[config.mk]
export PLATFORM = sky130hd
export DESIGN_NAME = gps_port
export DESIGN_NICKNAME = d
export VERILOG_FILES = /design/src/logic/gps_pkg.sv /design/src/logic/gps_port.sv
export VERILOG_INCLUDE_DIRS = /design/src /design/src/logic
export SDC_FILE = /design/constraint.sdc
export NUM_CORES = 1
export LEC_CHECK = 0
export ABC_AREA = 0
export BUFFER_PORTS_ARGS = -buffer_cell sky130_fd_sc_hd__buf_2
export CAP_MARGIN = 20
export CORE_ASPECT_RATIO = 0.6
export CORE_MARGIN = 4
export CORE_UTILIZATION = 45
export DETAILED_ROUTE_END_ITERATION = 10
export PLACE_DENSITY = 0.69
export SLEW_MARGIN = 15
export SYNTH_ARGS = -nofsm -noshare
export SYNTH_HDL_FRONTEND = slang
export SYNTH_SLANG_ARGS = --single-unit
export TNS_END_PERCENT = 1
[constraint.sdc]
create_clock -name clk_i -period 1.8 [get_ports clk_i]
set_input_delay 0.36 -clock clk_i [delete_from_list [all_inputs] [get_ports clk_i]]
set_output_delay 0.36 -clock clk_i [all_outputs]
set_load 0.1 [all_outputs]
[src/logic/gps_defs.svh]
/*
 * constants for the pin-steering I/O port: register map, field positions,
 * reset values. assumes nothing beyond being included by its bare name.
 */
`ifndef GPS_DEFS_SVH
`define GPS_DEFS_SVH

`define GPS_ADDR_W        5
`define GPS_NUM_PORTS     3
// register kind within a port, address bits [2:0]
`define GPS_KIND_PIN      3'h0
`define GPS_KIND_LATCH    3'h1
`define GPS_KIND_DIR      3'h2
`define GPS_KIND_ANALOG   3'h3
`define GPS_KIND_PULLUP   3'h4
// steering register address
`define GPS_ADDR_STEER    5'h18
// steering fields
`define GPS_STEER_CC2_BIT 0
`define GPS_STEER_SS_BIT  1
// pin indices inside the 24-bit pin vector
`define GPS_PIN_A0        0
`define GPS_PIN_A5        5
`define GPS_PIN_B3        11
`define GPS_PIN_C1        17
// reset values
`define GPS_RST_DIR       8'hff
`define GPS_RST_LATCH     8'h00
`define GPS_RST_ANALOG    8'hff
`define GPS_RST_PULLUP    8'h00
`define GPS_RST_STEER     2'h0

`endif

[src/logic/gps_pkg.sv]
/*
 * types shared by the pin-steering I/O port.
 * assumes gps_defs.svh is on the include path.
 */
`default_nettype none
package gps_pkg;
	typedef logic [7:0] gps_byte_t;
	typedef logic [4:0] gps_addr_t;
	typedef logic [23:0] gps_pins_t;
	typedef enum logic [1:0] {
		GPS_PORT_A,
		GPS_PORT_B,
		GPS_PORT_C,
		GPS_PORT_NONE
	} gps_port_t;
endpackage
`default_nettype wire

[src/logic/gps_port.sv]
/*
 * three 8-bit general-purpose ports (a, b, c) with direction, latch,
 * pin-level, analog-select and weak pull-up registers, plus a steering
 * register moving slave select and capture/compare unit two between pins.
 * assumes a single clock, pad inputs asynchronous to it, peripherals
 * synchronous to it, and a plain strobe register port.
 */
`include "gps_defs.svh"
`timescale 1ns/1ns
`default_nettype none

module gps_port (
	input  wire logic              clk_i,
	input  wire logic              rst_n_i,
	input  wire logic              ce_i,
	input  wire gps_pkg::gps_addr_t addr_i,
	input  wire gps_pkg::gps_byte_t wdata_i,
	input  wire logic              wr_i,
	input  wire logic              rd_i,
	output var  gps_pkg::gps_byte_t rdata_o,
	input  wire gps_pkg::gps_pins_t pad_in_i,
	output var  gps_pkg::gps_pins_t pad_out_o,
	output var  gps_pkg::gps_pins_t pad_oe_o,
	output var  gps_pkg::gps_pins_t pullup_en_o,
	output var  gps_pkg::gps_pins_t in_buf_dis_o,
	input  wire gps_pkg::gps_pins_t periph_en_i,
	input  wire gps_pkg::gps_pins_t periph_out_i,
	input  wire gps_pkg::gps_pins_t periph_oe_i,
	input  wire logic              cc2_en_i,
	input  wire logic              cc2_out_i,
	input  wire logic              cc2_oe_i,
	output var  logic              cc2_in_o,
	output var  logic              slave_sel_o,
	output var  gps_pkg::gps_pins_t pin_level_o
);
	import gps_pkg::*;

	////////////////////////////////////////////////////////////////////////
	// register state

	gps_pins_t dir_q;
	gps_pins_t latch_q;
	gps_pins_t analog_q;
	gps_pins_t pullup_q;
	logic [1:0] steer_q;
	gps_pins_t sync1_q;
	gps_pins_t sync2_q;
	gps_pins_t pin_lvl;
	gps_pins_t out_d;
	gps_pins_t oe_d;
	gps_byte_t rdata_d;
	gps_port_t port_sel;
	logic [2:0] kind_sel;
	logic [4:0] cc2_pin;
	logic       wr_pin;
	logic       wr_latch;
	logic       wr_dir;
	logic       wr_analog;
	logic       wr_pullup;
	logic       wr_steer;

	function automatic gps_port_t port_of(input gps_addr_t a);
		case (a[4:3])
			2'h0: port_of = GPS_PORT_A;
			2'h1: port_of = GPS_PORT_B;
			2'h2: port_of = GPS_PORT_C;
			default: port_of = GPS_PORT_NONE;
		endcase
	endfunction

	function automatic gps_byte_t slice(input gps_pins_t v,
	                                    input gps_port_t p);
		case (p)
			GPS_PORT_A: slice = v[7:0];
			GPS_PORT_B: slice = v[15:8];
			GPS_PORT_C: slice = v[23:16];
			default:    slice = 8'h00;
		endcase
	endfunction

	function automatic gps_pins_t put(input gps_pins_t v,
	                                  input gps_port_t p,
	                                  input gps_byte_t b);
		put = v;
		case (p)
			GPS_PORT_A: put[7:0] = b;
			GPS_PORT_B: put[15:8] = b;
			GPS_PORT_C: put[23:16] = b;
			default:    put = v;
		endcase
	endfunction

	assign port_sel = port_of(addr_i);
	assign kind_sel = addr_i[2:0];

	////////////////////////////////////////////////////////////////////////
	// strobe decode; a frozen clock enable masks every strobe

	function automatic logic kind_hit(input logic       strobe,
	                                  input logic [2:0] kind,
	                                  input logic [2:0] want);
		kind_hit = strobe && (kind == want);
	endfunction

	assign wr_pin    = kind_hit(ce_i && wr_i, kind_sel, `GPS_KIND_PIN);
	assign wr_latch  = kind_hit(ce_i && wr_i, kind_sel, `GPS_KIND_LATCH);
	assign wr_dir    = kind_hit(ce_i && wr_i, kind_sel, `GPS_KIND_DIR);
	assign wr_analog = kind_hit(ce_i && wr_i, kind_sel, `GPS_KIND_ANALOG);
	assign wr_pullup = kind_hit(ce_i && wr_i, kind_sel, `GPS_KIND_PULLUP);
	// steering sits outside the port decode, so it needs the full address
	assign wr_steer  = ce_i && wr_i && (addr_i == `GPS_ADDR_STEER);

	////////////////////////////////////////////////////////////////////////
	// pad synchroniser; first stage feeds only the second

	always_ff @(posedge clk_i or negedge rst_n_i) begin
		if (!rst_n_i) begin
			sync1_q <= 24'h000000;
			sync2_q <= 24'h000000;
		end else if (ce_i) begin
			sync1_q <= pad_in_i;
			sync2_q <= sync1_q;
		end
	end

	// analog pins read zero since the input buffer is off
	assign pin_lvl = sync2_q & ~analog_q;

	////////////////////////////////////////////////////////////////////////
	// software writes

	always_ff @(posedge clk_i or negedge rst_n_i) begin
		if (!rst_n_i) begin
			latch_q <= {`GPS_NUM_PORTS{`GPS_RST_LATCH}};
		end else if (wr_pin || wr_latch) begin
			latch_q <= put(latch_q, port_sel, wdata_i);
		end
	end

	// steering writes never reach this block
	always_ff @(posedge clk_i or negedge rst_n_i) begin
		if (!rst_n_i) begin
			dir_q <= {`GPS_NUM_PORTS{`GPS_RST_DIR}};
		end else if (wr_dir) begin
			dir_q <= put(dir_q, port_sel, wdata_i);
		end
	end

	always_ff @(posedge clk_i or negedge rst_n_i) begin
		if (!rst_n_i) begin
			analog_q <= {`GPS_NUM_PORTS{`GPS_RST_ANALOG}};
		end else if (wr_analog) begin
			analog_q <= put(analog_q, port_sel, wdata_i);
		end
	end

	// pull-ups stay under software control even on analog pins
	always_ff @(posedge clk_i or negedge rst_n_i) begin
		if (!rst_n_i) begin
			pullup_q <= {`GPS_NUM_PORTS{`GPS_RST_PULLUP}};
		end else if (wr_pullup) begin
			pullup_q <= put(pullup_q, port_sel, wdata_i);
		end
	end

	always_ff @(posedge clk_i or negedge rst_n_i) begin
		if (!rst_n_i) begin
			steer_q <= `GPS_RST_STEER;
		end else if (wr_steer) begin
			steer_q <= wdata_i[1:0];
		end
	end

	////////////////////////////////////////////////////////////////////////
	// read path, data valid only in the cycle after the strobe

	always_comb begin
		rdata_d = 8'h00;
		if (addr_i == `GPS_ADDR_STEER) begin
			rdata_d = {6'h00, steer_q};
		end else begin
			case (kind_sel)
				`GPS_KIND_PIN:    rdata_d = slice(pin_lvl, port_sel);
				`GPS_KIND_LATCH:  rdata_d = slice(latch_q, port_sel);
				`GPS_KIND_DIR:    rdata_d = slice(dir_q, port_sel);
				`GPS_KIND_ANALOG: rdata_d = slice(analog_q, port_sel);
				`GPS_KIND_PULLUP: rdata_d = slice(pullup_q, port_sel);
				default:          rdata_d = 8'h00;
			endcase
		end
	end

	always_ff @(posedge clk_i or negedge rst_n_i) begin
		if (!rst_n_i) begin
			rdata_o <= 8'h00;
		end else if (ce_i) begin
			rdata_o <= rd_i ? rdata_d : 8'h00;
		end
	end

	////////////////////////////////////////////////////////////////////////
	// output priority: dedicated peripheral, then capture two, then latch

	assign cc2_pin = steer_q[`GPS_STEER_CC2_BIT] ?
	                 5'(`GPS_PIN_B3) : 5'(`GPS_PIN_C1);

	always_comb begin
		out_d = latch_q;
		oe_d = ~dir_q;
		for (int i = 0; i < 24; i++) begin
			// only the steered pin is overridden
			if (cc2_en_i && 5'(i) == cc2_pin) begin
				out_d[i] = cc2_out_i;
				oe_d[i] = cc2_oe_i;
			end
			if (periph_en_i[i]) begin
				out_d[i] = periph_out_i[i];
				oe_d[i] = periph_oe_i[i];
			end
		end
	end

	always_ff @(posedge clk_i or negedge rst_n_i) begin
		if (!rst_n_i) begin
			pad_out_o <= {`GPS_NUM_PORTS{`GPS_RST_LATCH}};
			pad_oe_o <= 24'h000000;
			pullup_en_o <= {`GPS_NUM_PORTS{`GPS_RST_PULLUP}};
			in_buf_dis_o <= {`GPS_NUM_PORTS{`GPS_RST_ANALOG}};
		end else if (ce_i) begin
			pad_out_o <= out_d;
			pad_oe_o <= oe_d;
			pullup_en_o <= pullup_q;
			in_buf_dis_o <= analog_q;
		end
	end

	////////////////////////////////////////////////////////////////////////
	// steered inputs; pin stays readable while a peripheral owns it

	always_ff @(posedge clk_i or negedge rst_n_i) begin
		if (!rst_n_i) begin
			slave_sel_o <= 1'b0;
			cc2_in_o <= 1'b0;
			pin_level_o <= 24'h000000;
		end else if (ce_i) begin
			slave_sel_o <= steer_q[`GPS_STEER_SS_BIT] ?
			               pin_lvl[`GPS_PIN_A0] :
			               pin_lvl[`GPS_PIN_A5];
			cc2_in_o <= pin_lvl[cc2_pin];
			pin_level_o <= pin_lvl;
		end
	end

endmodule
`default_nettype wire

==> results by group, run 1 <==
Outcome
  – Status: complete, no violations

Detailed routing
  – Vias per Instance: between 5 and 6
  – Pre-Repair DR Iteration Count: 5
  – DRC: 0
  – Final WL: roughly 35,000 um
  – Vias: 8,748
  – Wire length per cell: between 20 and 25 um
  – DR iter-0 viols: 699
  – Post-route ant nets: 0

Setup path
  – Crit Path Max Fanout: 2
  – Critical Path Start Type: register
  – Worst path arrival time: approximately 1.4 ns
  – CP Capture Type: output pin
  – Data required, critical path: approximately 1.4 ns
  – CP Cell Sequence: buf_4
  – Worst path bufs/invs: 1
  – Crit-path slowest cell: dfstp_2
  – CP peak stage delay: 0.53 ns
  – Worst reg-to-reg path cell count: 6
  – Delay-heaviest family, CP: flip-flops
  – Crit Path Category: register to output pin
  – Crit. path cell count: 1

Global routing
  – Vias in the first global route: 8,617
  – First-pass GRT wire length: 52,740 um
  – Initial antenna violation count: 2
  – Largest net degree at the start of global routing: around 90
  – Grt ovf: 0
  – Global Route Usage Sum: 23.05%
  – GR Util met3: 5.917%
  – M1 GR Usage: about 37%
  – GRT busiest layer: met1
  – GR Util met2: between 30% and 40%

Flow run
  – Max-Cap Viols: 0

STA
  – Final setup fails: 0
  – Slew @ Worst Pin: roughly 0.7 ns
  – Worst Skew: 0.01077 ns
  – Fmax: approximately 570 MHz
  – Tmin final: between 1.5 and 2 ns
  – Unrepaired setup endpoints after global routing: no
  – Hold Violations, Final: 0
  – Final worst-path cycle share: a little over nine tenths
  – Relative slew slack: a little over half
  – Setup_tns: 0 ns
  – Final Max Tran Viols: 0
  – Final hold slack: about 0.050 ns
  – Final setup margin: roughly 0.054 ns

Power and ir drop
  – Psw: slightly above 7000 uW
  – VDD IR max: roughly 0.83 mV
  – Flop pwr share: about 40%
  – Power per cell area: approximately 1300 mW/mm2
  – Pint: 12,250 uW
  – Switching share of power: a little under two fifths
  – Gate power share: around 28%
  – Clk pwr share: 31.1%
  – Leakage: 0.007060 uW

Finish
  – Area growth from synthesis to layout: 25.69%
  – Design Area, Final: 0.01530 mm2
  – ANT cells: 0
  – Filler cells: between 2,000 and 2,500
  – Fraction of layout cells with a size suffix above 1: between 50% and 60%
  – Core Util, Final: between 50% and 60%
  – Final layout net count: 1,369

Logic synthesis
  – Number of flops mapped to enable cells by yosys: 0
  – Cells after synthesis: roughly 970
  – Cell taking the most area after synthesis: dfrtp_1
  – #FFs+latches synth: approximately 280
  – Mapped Area: about 0.012 mm2
  – Synth unique cells: 42
  – Post-synth top area share: between 40% and 50%
  – Asr flop ratio synth: 100.0%
  – Top FF cell, synth: dfrtp_1
  – Synth cell count leaders: mux2_2, dfrtp_1, a21oi_1
  – Synth Warn #: 0
  – Most common cell in the netlist: mux2_2
  – Post-synthesis net count: 1,090
  – Synth area leaders: dfrtp_1, mux2_2, dfstp_2, mux2i_1, a21oi_1
  – Avg Inst Size Synth: between 10 and 15 um2
  – Sequential fraction of the synthesis area: approximately 57%

Placed design
  – Placed cell area: 0.01430 mm2
  – Dpl ws: -0.1670 ns
  – Routability cong.: 0.8554
  – Detailed Place HPWL: around 26,000 um
  – Input/output buffers: 246

Clock network
  – CTS tree: done
  – Clock-pin slew on the worst setup and hold paths: 0.06 ns
  – H-tree depth: 1
  – Clk_lat worst skew: about 0.54 ns
  – Clk buf depth: 3
  – Clk sinks: approximately 280
  – Clock root buffer: clkbuf_16
  – Total CTS buffers: 26
  – Setup Fix Bufs, Post-CTS: 0

Floorplanning
  – Standard-cell rows: 46
  – Die Ht: 135.4 um
  – DIE AREA: 0.02984 mm2
  – Die width: ~220 um
  – Ports: ~250
  – Core region area: about 0.027 mm2
  – Initial Utilization: between 40% and 50%

Min path
  – Hold-critical path depth: 2
  – Worst min path class: input pin to register
-- cell families (layout without fill, tap and decap cells) --
kind of cell	after synthesis	in the layout	synth area share [%]
DFF	276	276	57.46
and+or+nand+nor	195	195	8.580
muxes	263	263	23.83
buffers and inverters	72	371	2.363
AOI/OAI and AO/OA	167	167	7.768
-- power by group through the flow --
stage	clock [uW]	combinational, uW	sequential, uW
floorplan	0	1360	10600
global placement	0	5370	8020
detailed placement	0	5420	8050
CTS	6170	5480	7950
global route	6440	5720	8050
finish	6050	5450	7950
-- final cells by class --
type / count / area (um2) / area share, %
inverter: 11 / 41.29 / 0.2698
multi-input combinational: 625 / 4892 / 31.97
tap: 360 / 450.4 / 2.943
timing repair buffer: 312 / 1983 / 12.96
clock inverter: 11 / 187.7 / 1.226
sequential: 276 / 6997 / 45.72
clock buffer: 37 / 753.2 / 4.922
-- cells in the final DEF (no fill, tap or decap), drive strengths merged, types with 3 or more instances in the layout --
| cell type | count |
|---|---|
| dfstp | 72 |
| dfrtp | 204 |
| o22ai | 6 |
| nand3b | 29 |
| a32oi | 3 |
| nor2 | 82 |
| clkbuf | 38 |
| clkinv | 6 |
| mux2i | 48 |
| nor2b | 10 |
| a22oi | 12 |
| nand2 | 35 |
| nor3 | 6 |
| bufinv | 5 |
| o21ai | 42 |
| mux2 | 215 |
| nor3b | 10 |
| a221o | 7 |
| nand2b | 12 |
| a31oi | 5 |
| buf | 310 |
| inv | 11 |
| a21oi | 85 |
-- worst paths after layout --
| path | start | endpoint | slack [ns] |
|---|---|---|---|
| setup reg to reg | pullup_q[17]$_DFFE_PN0P_ | rdata_o[1]$_DFFE_PN0P_ | 0.29 |
| min in group asynchronous | rst_n_i | cc2_in_o$_DFFE_PN0P_ | 0.37 |
| hold reg to reg | pin_level_o[18]$_DFFE_PN0P_ | pin_level_o[18]$_DFFE_PN0P_ | 0.48 |
| setup / recovery | in_buf_dis_o[19]$_DFFE_PN1P_ | in_buf_dis_o[19] | 0.05 |
| max in group asynchronous | rst_n_i | dir_q[5]$_DFFE_PN1P_ | 0.72 |
| hold / removal | pad_in_i[8] | sync1_q[8]$_DFFE_PN0P_ | 0.05 |
-- registers in the layout, summed over array words and instances (netlist names) --
register	cells
dir_q	24
analog_q	24
rdata_o	8
pad_out_o	24
in_buf_dis_o	24
pad_oe_o	24
pullup_en_o	24
steer_q	2
sync1_q	24
slave_sel_o	1
cc2_in_o	1
latch_q	24
sync2_q	24
pullup_q	24
pin_level_o	24
-- per-stage QoR --
step                total power (uW)  cells
global route                   20210   1632
CTS                            19600   1632
detailed placement             13470   1583
finish                         19450   1632
floorplan                      11970    973
global placement               13390   1583
-- per-layer routing --
| metal | vias up | part of all wire [%] |
|---|---|---|
| met1 | 4391 | 48 |
| met3 | 33 | 8.0 |
| li1 | 4041 | - |
| met5 | - | 0.055 |
| met2 | 279 | 43 |
| met4 | 4 | 1.0 |
-- repair_timing --
action,in CTS,in global routing
hold buffers,1,0
resized for setup,22,0
hold endpoints to repair,30,0
setup endpoints to repair,22,0
Power figures use the tool's default switching activity.
==> run 2, diff against run 1 <==
--- a/config.mk
+++ b/config.mk
@@ -6,14 +6,14 @@
 export SDC_FILE = /design/constraint.sdc
 export NUM_CORES = 1
 export LEC_CHECK = 0
-export ABC_AREA = 0
+export ABC_AREA = 1
 export BUFFER_PORTS_ARGS = -buffer_cell sky130_fd_sc_hd__buf_2
 export CAP_MARGIN = 20
 export CORE_ASPECT_RATIO = 0.6
 export CORE_MARGIN = 4
 export CORE_UTILIZATION = 45
 export DETAILED_ROUTE_END_ITERATION = 10
-export PLACE_DENSITY = 0.69
+export PLACE_DENSITY = 0.7
 export SLEW_MARGIN = 15
 export SYNTH_ARGS = -nofsm -noshare
 export SYNTH_HDL_FRONTEND = slang
==> results by group, run 2 <==
Power and ir drop
  – Final Power: approximately 19,000 uW
  – Power per cell area: 1262 mW/mm2
  – VDD IR max: ~0.7 mV
  – Leakage: between 0.007 and 0.008 uW

STA
  – Hold Violations, Final: 0
  – Relative slew slack: between 40 and 50%
  – Setup_tns: 0 ns
  – Unrepaired setup endpoints after global routing: no
  – Final hold slack: ~0.03 ns
  – Final Max Tran Viols: 0
  – Slew @ Worst Pin: slightly below 0.9 ns
  – Final worst-path cycle share: 97.86%
  – Fmax: roughly 570 MHz
  – Worst Skew: ~0.013 ns
  – Final setup fails: 0
  – Tmin final: 1.761 ns

Setup path
  – Crit Path Max Fanout: 2
  – Worst path bufs/invs: 1
  – Crit. path cell count: 1
  – Critical Path Start Type: register
  – CP Cell Sequence: buf_2
  – Data required, critical path: 1.44 ns
  – Worst path arrival time: 1.40 ns
  – CP peak stage delay: between 0.4 and 0.5 ns
  – Reg2reg start: analog_q[5]$_DFFE_PN1P_
  – Crit-path slowest cell: buf_2
  – Reg2reg end: rdata_o[5]$_DFFE_PN0P_
  – Crit Path Category: register to output pin
  – Worst reg-to-reg path cell count: 7
  – CP Capture Type: output pin
  – Delay-heaviest family, CP: buffers and inverters
  – R2R Setup Slk: 0.39 ns

Logic synthesis
  – Synth Warn #: 0
  – Post-synthesis net count: 1,537
  – Post-Synth XOR/XNOR Area: 0%
  – Largest family of logic cells by synthesized area: simple AND/OR/NAND/NOR gates
  – Cells after synthesis: 1,420
  – Top FF cell, synth: dfrtp_1
  – Synth cell count leaders: nand2_1, o21ai_0, dfrtp_1
  – Avg Inst Size Synth: approximately 8.4 um2
  – Post-Synth Simple-Gate Area: between 20% and 30%
  – Sequential fraction of the synthesis area: between 50% and 60%
  – Asr flop ratio synth: between 90% and 100%
  – Synth area leaders: dfrtp_1, nand2_1, dfstp_2, o21ai_0, nand3_1
  – Most common cell in the netlist: nand2_1
  – Number of flops mapped to enable cells by yosys: 0
  – Cell taking the most area after synthesis: dfrtp_1
  – Mapped Area: 0.01189 mm2
  – #FFs+latches synth: 276
  – Post-synth top area share: 42.94%
  – Compound-cell area share of the yosys netlist: 11.82%
  – Post-synthesis adder-cell area fraction: 0%
  – Synth unique cells: 22
  – Mux contribution to synthesized area: 0%

Global routing
  – GR Util met3: 6.407%
  – GR Util met2: about a third
  – Vias in the first global route: a little over 10,000
  – Global Route Usage Sum: between 20% and 30%
  – Initial antenna violation count: 0
  – M1 GR Usage: 42.60%
  – First-pass GRT wire length: ~60,000 um
  – Largest net degree at the start of global routing: ~110
  – GRT busiest layer: met1
  – Grt ovf: 0

Clock network
  – Total CTS buffers: 26
  – Clk_lat worst skew: 0.54 ns
  – Clock root buffer: clkbuf_16
  – Clk buf depth: 3
  – Setup Fix Bufs, Post-CTS: 0
  – CTS tree: done
  – Clk sinks: ~280
  – Clock-pin slew on the worst setup and hold paths: 0.07 ns
  – H-tree depth: 1

Placed design
  – Detailed Place HPWL: 28,060 um
  – Routability cong.: between 0.9 and 1
  – Input/output buffers: about 250
  – Placed cell area: between 0.01 and 0.015 mm2

Floorplanning
  – Die width: between 200 and 250 um
  – DIE AREA: between 0.02 and 0.03 mm2
  – Initial Utilization: between 40% and 50%
  – Core region area: around 0.026 mm2
  – Ports: around 250
  – Standard-cell rows: 45
  – Die Ht: around 130 um

Min path
  – Min-Delay Startpoint: pad_in_i[22]
  – Hold-critical path depth: 3
  – Worst min path class: input pin to register
  – Hold EP: sync1_q[22]$_DFFE_PN0P_

Detailed routing
  – Wire length per cell: around 19 um
  – DRC: 0
  – Vias per Instance: approximately 5.3
  – DR iter-0 viols: 1,356
  – Vias: roughly 11,000
  – Post-route ant nets: 0
  – Pre-Repair DR Iteration Count: 7
  – Final WL: roughly 38,000 um

Finish
  – Most frequent cells in the layout: nand2_1, buf_2, o21ai_0
  – Design Area, Final: roughly 0.015 mm2
  – Core Util, Final: between 50% and 60%
  – Area growth from synthesis to layout: 24.04%
  – Fraction of layout cells with a size suffix above 1: around a quarter
  – ANT cells: 0
  – Final layout net count: between 1,500 and 2,000
  – Commonest non-fill, non-tap cell in the layout: nand2_1

Flow run
  – Max-Cap Viols: 0

Outcome
  – Status: complete, no violations
==> run 2: changes by cell type in the layout (fill, tap and decap cells not counted), sizes merged, moves of 29 or more <==
| cell | before | now |
|---|---|---|
| nand3b | 29 | 0 |
| inv | 11 | 86 |
| a21oi | 85 | 32 |
| nand3 | 1 | 90 |
| nor2 | 82 | 42 |
| mux2 | 215 | 0 |
| nand2 | 35 | 579 |
| o21ai | 42 | 217 |
| mux2i | 48 | 0 |
==> run 2: metal layers <==
metal	vias to the layer above	share of wire, %
met5	-	0
met4	0	1.4
met3	35	10
met2	473	40
met1	5138	49
li1	5062	-
==> run 2: kinds of logic after synthesis <==
group | count (synthesis)
simple gates | 716
compound gates | 270
flops | 276
buf+inv | 158
==> run 2: how the worst max path moves through the flow <==
| stage | start | endpoint | slack [ns] |
|---|---|---|---|
| after detailed placement | addr_i[0] | pullup_q[13]$_DFFE_PN0P_ | -0.03 |
| final | pin_level_o[6]$_DFFE_PN0P_ | pin_level_o[6] | 0.04 |
| after global placement | addr_i[4] | rdata_o[4]$_DFFE_PN0P_ | 0.06 |
| after CTS | pin_level_o[6]$_DFFE_PN0P_ | pin_level_o[6] | 0.04 |
| after global routing | pin_level_o[4]$_DFFE_PN0P_ | pin_level_o[4] | 0.02 |
| after floorplan | addr_i[4] | latch_q[13]$_DFFE_PN0P_ | 0.44 |
==> run 2: through the flow <==
stage	setup slack, ns	cells
final	0.03851	2038
after global routing	0.02316	2038
after CTS	0.03751	2038
after detailed placement	-0.02980	1989
after global placement	0.05701	1989
after floorplan	0.4379	1420
==> run 2: final cells by class <==
type                       instances  area, um2
timing repair buffer             290       1774
sequential                       276       6997
tap                              352      440.4
clock buffer                      37      763.2
clock inverter                    11      186.4
fill                            2254      10870
multi-input combinational        986       4258
inverter                          86      327.8
==> run 2: what timing repair did <==
action,in CTS,in global routing
endpoints found under the setup margin,24,0
endpoints found under the hold margin,22,0
resized for setup,24,0
hold buffers,1,0
==> run 2: report_power, final <==
group          total [uW]  internal, uW  switching, uW
combinational        4690           906           3780
clock                6100          3670           2420
sequential           7830          7130            703
total               18600         11700           6910
==> run 2: worst min-delay path, stage by stage <==
cell and delay [ns]:
buf_2 0.08, nand2_1 0.04, nand2_1 0.05
